<file path="config.mk">
export PLATFORM = sky130hd
export DESIGN_NAME = spi_master_select_logic
export DESIGN_NICKNAME = d
export VERILOG_FILES = /design/src/verilog/spi_sel_pkg.sv /design/src/verilog/sync_edge.sv /design/src/verilog/spi_master_select_logic.sv
export SDC_FILE = /design/constraint.sdc
export NUM_CORES = 1
export LEC_CHECK = 0
export BUFFER_PORTS_ARGS = -buffer_cell sky130_fd_sc_hd__buf_2
export CAP_MARGIN = 25
export CORE_ASPECT_RATIO = 1.1
export CORE_UTILIZATION = 55
export DETAILED_ROUTE_END_ITERATION = 12
export PLACE_DENSITY = 0.79
export SYNTH_ARGS = -nofsm -noshare
export SYNTH_HDL_FRONTEND = slang
export SYNTH_SLANG_ARGS = --single-unit
</file>
<file path="constraint.sdc">
create_clock -name core_clk -period 3 [get_ports core_clk]
set_clock_uncertainty 0.2 [all_clocks]
set_input_delay 0.45 -clock core_clk [delete_from_list [all_inputs] [get_ports core_clk]]
set_output_delay 0.45 -clock core_clk [all_outputs]
set_load 0.005 [all_outputs]
</file>
<file path="src/verilog/spi_sel_pkg.sv">
// shared types and constants of the serial port unit
`default_nettype none
package spi_sel_pkg;

  // ************************************************************
  // select-mode field encodings
  // ************************************************************
  localparam logic [1:0] SEL_THREE_WIRE = 2'h0;
  localparam logic [1:0] SEL_MULTI      = 2'h1;
  localparam int         SEL_HIGH_POS   = 1;
  localparam int         SEL_LOW_POS    = 0;

  // ************************************************************
  // sizes and timing
  // ************************************************************
  localparam int         BYTE_BITS       = 8;
  localparam logic [3:0] BIT_COUNT_FULL  = 4'h8;
  localparam int         SCK_HALF_NS     = 40;
  localparam int         CLK_PERIOD_NS   = 10;
  localparam int         SCK_HALF_CYCLES = (SCK_HALF_NS + CLK_PERIOD_NS - 1) / CLK_PERIOD_NS;

  // ************************************************************
  // control and flag carriers
  // ************************************************************
  typedef struct packed {
    logic       masterEnable;
    logic       portEnable;
    logic [1:0] selectMode;
  } ctrl_t;

  typedef struct packed {
    logic transferDone;
    logic writeCollision;
    logic modeFault;
    logic overrun;
  } flags_t;

  localparam ctrl_t  CTRL_RESET  = '{masterEnable: 1'b0, portEnable: 1'b0,
                                     selectMode: SEL_MULTI};
  localparam flags_t FLAGS_RESET = '{default: 1'b0};

  // master sequencer, one-hot
  typedef enum logic [2:0] {
    M_IDLE = 3'b001,
    M_LOW  = 3'b010,
    M_HIGH = 3'b100
  } mstate_t;

endpackage
`default_nettype wire

</file>
<file path="src/verilog/sync_edge.sv">
// two-stage pin synchroniser with edge detection
`default_nettype none
module sync_edge #(
  parameter int W = 4
) (
  input  wire logic         core_clk,
  input  wire logic         rst,
  input  wire logic [W-1:0] pinIn,
  output logic      [W-1:0] level,
  output logic      [W-1:0] rise,
  output logic      [W-1:0] fall
);

  typedef struct packed {
    logic [W-1:0] s1;
    logic [W-1:0] s2;
    logic [W-1:0] s3;
  } sync_state_t;

  sync_state_t st;
  sync_state_t next_st;

  // s1 feeds only s2; edges come from s2 against its delayed copy
  always_comb begin
    next_st    = st;
    next_st.s1 = pinIn;
    next_st.s2 = st.s1;
    next_st.s3 = st.s2;
  end

  always_ff @(posedge core_clk) begin
    if (rst) begin
      st <= '{default: '0};
    end else begin
      st <= next_st;
    end
  end

  assign level = st.s2;
  assign rise  = st.s2 & ~st.s3;
  assign fall  = ~st.s2 & st.s3;

endmodule
`default_nettype wire

</file>
<file path="src/verilog/spi_master_select_logic.sv">
// serial port unit: select logic, master transfers and slave shifting
`default_nettype none
// What this block does
// bytes shift most significant bit first
// master drives mosi from shift top bit
// miso released when disabled or deselected
// three-wire slave always drives miso
// four-wire slave ignores sck when deselected
// mode 00: three-wire, slave always selected
// mode 01: nss input, selects or faults
// mode 1x: nss output follows low bit
// nss pin routed unless mode 00
// data write loads buffer, starts when empty
// master shifts mosi while generating sck
// done flag per transfer, interrupt if enabled
// slave returns its shift data on miso
// received byte copied to receive buffer
// select mode resets to 01
// nss low in multi-master faults, disables
// three-wire slave must be only slave
// bit counter reaches eight, then done
// write while buffer full collides, dropped
// flags stay set until software clears
// mode fault only for enabled master, 01
// nss output changes only on software write
module spi_master_select_logic
  import spi_sel_pkg::*;
#(
  parameter int SCK_HALF = SCK_HALF_CYCLES
) (
  input  wire logic       core_clk,
  input  wire logic       rst,
  input  wire logic [7:0] wrData,
  input  wire logic       wrStrobe,
  input  wire logic       rdStrobe,
  output logic      [7:0] rdData,
  input  wire ctrl_t      ctrlIn,
  input  wire logic       ctrlWrite,
  output ctrl_t           ctrlOut,
  input  wire flags_t     flagClear,
  output flags_t          flags,
  input  wire logic       irqEnable,
  output logic            irqRequest,
  output logic            nssRouted,
  input  wire logic       sckIn,
  output logic            sckOut,
  output logic            sckOe,
  input  wire logic       mosiIn,
  output logic            mosiOut,
  output logic            mosiOe,
  input  wire logic       misoIn,
  output logic            misoOut,
  output logic            misoOe,
  input  wire logic       nssIn,
  output logic            nssOut,
  output logic            nssOe
);

  // ************************************************************
  // state
  // ************************************************************
  typedef struct packed {
    ctrl_t      ctrl;
    flags_t     flags;
    mstate_t    mstate;
    logic [7:0] divCnt;
    logic [3:0] bitCnt;
    logic [7:0] shift;
    logic       shiftFull;
    logic       rxBit;
    logic [7:0] txBuf;
    logic       txFull;
    logic [7:0] rxBuf;
    logic       rxFull;
    logic       sck;
  } state_t;

  state_t st;
  state_t next_st;

  logic [3:0] pinLevel;
  logic [3:0] pinRise;
  logic [3:0] pinFall;

  // every pin input passes two flops before use
  sync_edge #(
    .W (4)
  ) u_sync (
    .core_clk (core_clk),
    .rst      (rst),
    .pinIn    ({nssIn, misoIn, mosiIn, sckIn}),
    .level    (pinLevel),
    .rise     (pinRise),
    .fall     (pinFall)
  );

  logic nssLevel;
  logic nssFall;
  logic isMaster;
  logic selected;
  logic sckRise;
  logic sckFall;

  assign nssLevel = pinLevel[3];
  assign nssFall  = pinFall[3];
  assign isMaster = st.ctrl.portEnable & st.ctrl.masterEnable;
  // mode 00 slave is always selected; mode 01 selected by low nss
  assign selected = st.ctrl.portEnable & ~st.ctrl.masterEnable &
                    ((st.ctrl.selectMode == SEL_THREE_WIRE) |
                     (st.ctrl.selectMode == SEL_MULTI & ~nssLevel));
  // deselected slave sees no sck edges at all
  assign sckRise  = selected & pinRise[0];
  assign sckFall  = selected & pinFall[0];

  // ************************************************************
  // next state
  // ************************************************************
  always_comb begin
    next_st = st;

    // software control write; nss output level follows only this
    if (ctrlWrite) begin
      next_st.ctrl = ctrlIn;
    end

    // software flag clears; hardware sets below win
    next_st.flags = st.flags & ~flagClear;

    // receive buffer read frees it
    if (rdStrobe) begin
      next_st.rxFull = 1'b0;
    end

    // data write: dropped and flagged while buffer still full
    if (wrStrobe) begin
      if (st.txFull) begin
        next_st.flags.writeCollision = 1'b1;
      end else begin
        next_st.txBuf  = wrData;
        next_st.txFull = 1'b1;
      end
    end

    // buffered byte moves into an empty shift register
    if (st.txFull & ~st.shiftFull & st.ctrl.portEnable) begin
      next_st.shift     = st.txBuf;
      next_st.shiftFull = 1'b1;
      next_st.txFull    = 1'b0;
      if (isMaster) begin
        next_st.mstate = M_LOW;
        next_st.divCnt = 8'h00;
        next_st.bitCnt = 4'h0;
      end
    end

    // master sequencer: sck low half, then high half per bit
    case (st.mstate)
      M_IDLE: begin
        next_st.sck = 1'b0;
      end
      M_LOW: begin
        next_st.divCnt = st.divCnt + 8'h01;
        if (st.divCnt == 8'(SCK_HALF - 1)) begin
          next_st.divCnt = 8'h00;
          next_st.sck    = 1'b1;
          next_st.rxBit  = pinLevel[2];
          next_st.mstate = M_HIGH;
        end
      end
      M_HIGH: begin
        next_st.divCnt = st.divCnt + 8'h01;
        if (st.divCnt == 8'(SCK_HALF - 1)) begin
          next_st.divCnt = 8'h00;
          next_st.sck    = 1'b0;
          next_st.shift  = {st.shift[6:0], st.rxBit};
          next_st.bitCnt = st.bitCnt + 4'h1;
          next_st.mstate = M_LOW;
          if (st.bitCnt + 4'h1 == BIT_COUNT_FULL) begin
            // master always delivers the byte
            next_st.bitCnt             = 4'h0;
            next_st.mstate             = M_IDLE;
            next_st.shiftFull          = 1'b0;
            next_st.rxBuf              = {st.shift[6:0], st.rxBit};
            next_st.rxFull             = 1'b1;
            next_st.flags.transferDone = 1'b1;
          end
        end
      end
      default: begin
        next_st.mstate = M_IDLE;
      end
    endcase

    // slave: sample on rising sck, shift on falling, count bits
    if (sckRise) begin
      next_st.rxBit = pinLevel[1];
    end
    if (sckFall) begin
      next_st.shift  = {st.shift[6:0], st.rxBit};
      next_st.bitCnt = st.bitCnt + 4'h1;
      if (st.bitCnt + 4'h1 == BIT_COUNT_FULL) begin
        next_st.bitCnt             = 4'h0;
        next_st.shiftFull          = 1'b0;
        next_st.flags.transferDone = 1'b1;
        if (st.rxFull & ~rdStrobe) begin
          next_st.flags.overrun = 1'b1;  // unread byte kept, new one lost
        end else begin
          next_st.rxBuf  = {st.shift[6:0], st.rxBit};
          next_st.rxFull = 1'b1;
        end
      end
    end

    // four-wire slave restarts its byte on a falling nss
    if (~st.ctrl.masterEnable & (st.ctrl.selectMode == SEL_MULTI) & nssFall) begin
      next_st.bitCnt = 4'h0;
    end

    // competing master pulls nss low: give up the bus
    if (isMaster & (st.ctrl.selectMode == SEL_MULTI) & ~nssLevel) begin
      next_st.ctrl.masterEnable = 1'b0;
      next_st.ctrl.portEnable   = 1'b0;
      next_st.flags.modeFault   = 1'b1;
    end

    // disabled port drops any partial byte; only this resets 3-wire count
    if (~next_st.ctrl.portEnable) begin
      next_st.mstate    = M_IDLE;
      next_st.sck       = 1'b0;
      next_st.bitCnt    = 4'h0;
      next_st.divCnt    = 8'h00;
      next_st.shiftFull = 1'b0;
    end
  end

  // ************************************************************
  // registers
  // ************************************************************
  always_ff @(posedge core_clk) begin
    if (rst) begin
      st        <= '0;  // whole vector; enum member gets its code below
      st.ctrl   <= CTRL_RESET;
      st.flags  <= FLAGS_RESET;
      st.mstate <= M_IDLE;
    end else begin
      st <= next_st;
    end
  end

  // ************************************************************
  // outputs and pin drive
  // ************************************************************
  assign rdData     = st.rxBuf;
  assign ctrlOut    = st.ctrl;
  assign flags      = st.flags;
  // flag-level request; masked by software enable
  assign irqRequest = irqEnable & (|st.flags);
  assign nssRouted  = (st.ctrl.selectMode != SEL_THREE_WIRE);

  assign sckOut  = st.sck;
  assign sckOe   = isMaster;
  assign mosiOut = st.shift[7];
  assign mosiOe  = isMaster;
  assign misoOut = st.shift[7];
  // released when disabled, master, or deselected four-wire slave
  assign misoOe  = selected;
  assign nssOut  = st.ctrl.selectMode[SEL_LOW_POS];
  assign nssOe   = st.ctrl.portEnable & st.ctrl.selectMode[SEL_HIGH_POS];

endmodule
`default_nettype wire

</file>
==> results.txt <==
----------------------------------------------------
[Yosys]
  Register bit count reported by yosys ... 62
  Most frequently used cell type in the post-synthesis netlist ... dfxtp_1
  Cell taking the most area after synthesis ... dfxtp_1
  Register area share after synthesis ... 42.4%
  Top-area cell type share of the netlist area ... 42.4%
  Post-synthesis cell type count ... 47
  Synthesized netlist cell count ... 312
  Number of warnings printed during yosys synthesis ... 0
  Area contributors post-synth ... dfxtp_1 (42%), mux2i_1 (9.9%), buf_4 (4.6%)
  Count of flip-flops with a built-in enable after synthesis ... 0
  Leading cell types by count after synthesis ... dfxtp_1 (62), mux2i_1 (29), a21oi_1 (25), nand2b_1 (21), buf_4 (18)
  Combined area of all synthesized cells ... 0.00293 mm2
  Share of synthesized registers carrying an async set or reset ... 0%
  Primary flip-flop cell chosen by synthesis mapping ... dfxtp_1
  Post-Synthesis Net Count ... 340
  Post-synthesis area per instance ... 9.38 um2

[Clocking]
  Buffer count from post-CTS setup fixing ... 0
  Clock tree from TritonCTS ... built
  H-tree level count ... 3
  Post-cts resize count ... 0
  Post-CTS Hold Fix Bufs ... 0
  Clk slew on worst S/H paths ... 0.07 ns
  Worst skew pair latency ... 0.33 ns
  TritonCTS Sinks ... 62
  Clock root cell ... clkbuf_8
  TritonCTS Buffers ... 9
  Maximum root-to-sink buffer count ... 2

[STA]
  Worst hold margin ... 0.120 ns
  Final setup violation count ... 0
  Accumulated negative setup slack ... 0 ns
  Minimum clock period after layout ... 2.49 ns
  Final period utilization ... 82.9%
  Worst rel slew slack ... 38.6%
  Final count of hold timing violations ... 0
  Worst-Margin Slew ... 0.919 ns
  Worst setup slack after layout ... 0.512 ns
  Maximum clock rate ... 0.402 GHz
  Number of pins with negative max-slew slack in the final report ... 0
  RSZ-0062 raised after global routing ... false

[Drt]
  Final WL ... 5.64 mm
  Vias/cell ... 5.63
  Total via count in the routed design ... 2285
  Starting DRT DRC Count ... 83
  Wire per inst ... 13.9 um
  DRC violations left ... 0
  First drt pass iteration count ... 4
  Final antenna-violating net count ... 0

[Power and ir drop]
  P_sw ... 0.383 mW
  Worst VDD drop ... 0.315 mV
  Sw Ratio ... 22.8%
  Clock Power Share ... 43.4%
  Power share of the sequential group ... 51.1%
  Leakage power summed over all cells ... 1.46 nW
  Internal Dissipation ... 1.30 mW
  Logic gate share of total power ... 5.5%
  Overall power of the completed layout ... 1.68 mW
  Total power divided by cell area ... 513 mW/mm2

[Floorplan]
  Core region area ... 0.00507 mm2
  Die area ... 0.00562 mm2
  Height of the die ... 78.5 um
  Core Rows ... 27
  Number of top-level pins ... 52
  Starting utilization of the core area ... 57.8%
  Width of the die ... 71.6 um

[Flow run]
  Max-Cap Viols ... 0

[Finish]
  # fillers ... 400
  Diodes inserted ... 0
  Area growth from synthesis to layout ... 11.9%
  Storage element area ... 0.00124 mm2
  Final Net Count ... 371
  Final cell area excluding filler cells ... 0.00328 mm2
  Fraction of layout instances using a drive strength above 1 ... 22.4%
  Area taken by multi-input logic gates ... 0.00144 mm2

[Global route]
  Wire length of the first global-routing pass ... 9.25 mm
  Grt total ovfl ... 0
  Via count of the first global-routing pass ... 2023
  Pin count of the biggest net entering global routing ... 54
  Global-route total usage across every layer ... 21.0%
  Antenna violations before repair ... 0

[Setup path]
  Category of the worst setup path launch point ... register
  Critical path class ... register to register
  Arrival time reported for the critical path endpoint ... 2.49 ns
  Worst Setup End Kind ... register
  Required arrival time at the worst endpoint ... 3.01 ns
  Crit path max fanout ... 22

[Placement]
  Instance area after placement ... 0.00308 mm2
  Post-placement worst setup slack ... 0.520 ns
  IO Port Bufs ... 51
  Final estimated routing congestion in global placement ... 0.771
  Half-perimeter wire length after placement ... 3.91 mm

[Run status]
  Result of the run ... finished, final reports clean

[Worst hold path]
  Worst hold path class ... primary input to register

----------------------------------------------------
-- sequential cells by signal, summed over array words and instances (netlist names) --
register	cells
ctrlOut	4
flags	4
misoOut	1
rdData	8
sckOut	1
st	34
u_sync.level	4
u_sync.next_st	4
u_sync.st	2
-- worst max-delay path: stages (launching register included) --
cell     delay (ns)
dfxtp_1        0.37
ha_1           0.23
or4b_4         0.50
or3_4          0.53
a21bo_1        0.35
mux2i_1        0.18
-- logic make-up (layout without fill, tap and decap cells) --
logic type / Yosys count / after routing / synth area share, %
AND/OR/NAND/NOR: 107 / 107 / 21.9
AO/OA/AOI/OAI: 69 / 69 / 16.3
flip-flops: 62 / 62 / 42.4
buffers and inverters: 42 / 78 / 8.33
multiplexers: 29 / 29 / 9.91
adder cells (fa/ha/maj): 2 / 2 / 0.855
XOR/XNOR: 1 / 1 / 0.299
-- final cells by class --
type / instances / area share (%)
multi-input cells: 208 / 44.0
flip-flops and latches: 62 / 37.9
repair buffers: 57 / 9.17
clock buffers: 11 / 4.32
well taps: 58 / 2.22
clock inverters: 5 / 1.80
inverters: 5 / 0.573
-- power by group through the flow --
stage	clock (mW)	sequential (mW)	combinational (mW)
finish	0.729	0.858	0.0919
global route	0.781	0.860	0.101
CTS	0.740	0.858	0.0930
detailed placement	0	0.876	0.0925
global placement	0	0.876	0.0906
floorplan	0	0.872	0.0663
-- cells in the final DEF (no fill, tap or decap), drive strengths merged, types with 3 or more instances in the layout --
cell type	n
dfxtp	62
buf	57
mux2i	29
a21oi	25
nand2b	21
nor2b	16
nor2	15
clkbuf	11
a311oi	10
nor3	9
and2	7
o21ai	7
nand2	6
nand4	6
a211o	5
inv	5
nand3b	5
and3	4
o211a	4
nor3b	3
nand4b	3
o22ai	3
nand3	3
or3	3
-- per-layer routing --
metal / up-vias / global-route usage [%] / wire, um / share of wire [%]
li1: 1176 / - / - / -
met1: 1045 / 27.7 / 2730 / 48
met2: 55 / 33.0 / 2620 / 46
met3: 9 / 3.59 / 198 / 3.5
met4: 0 / 10.6 / 85 / 1.5
met5: - / 0 / 0 / 0
-- final timing paths --
kind,start,endpoint,slack [ns],depth (start not counted)
min reg2reg,u_sync.next_st[5],u_sync.level[1],0.24,1
min,mosiIn,u_sync.next_st[5],0.12,2
max reg2reg,st[33],rdData[4],0.51,5
max,st[33],rdData[4],0.51,5
-- metrics by stage --
stage,utilization (%),cells
floorplan,-,312
finish,64.6,406
CTS,64.6,406
global placement,60.7,390
global route,64.6,406
detailed placement,60.7,390
Note: power is estimated with default switching activity, not from simulation.
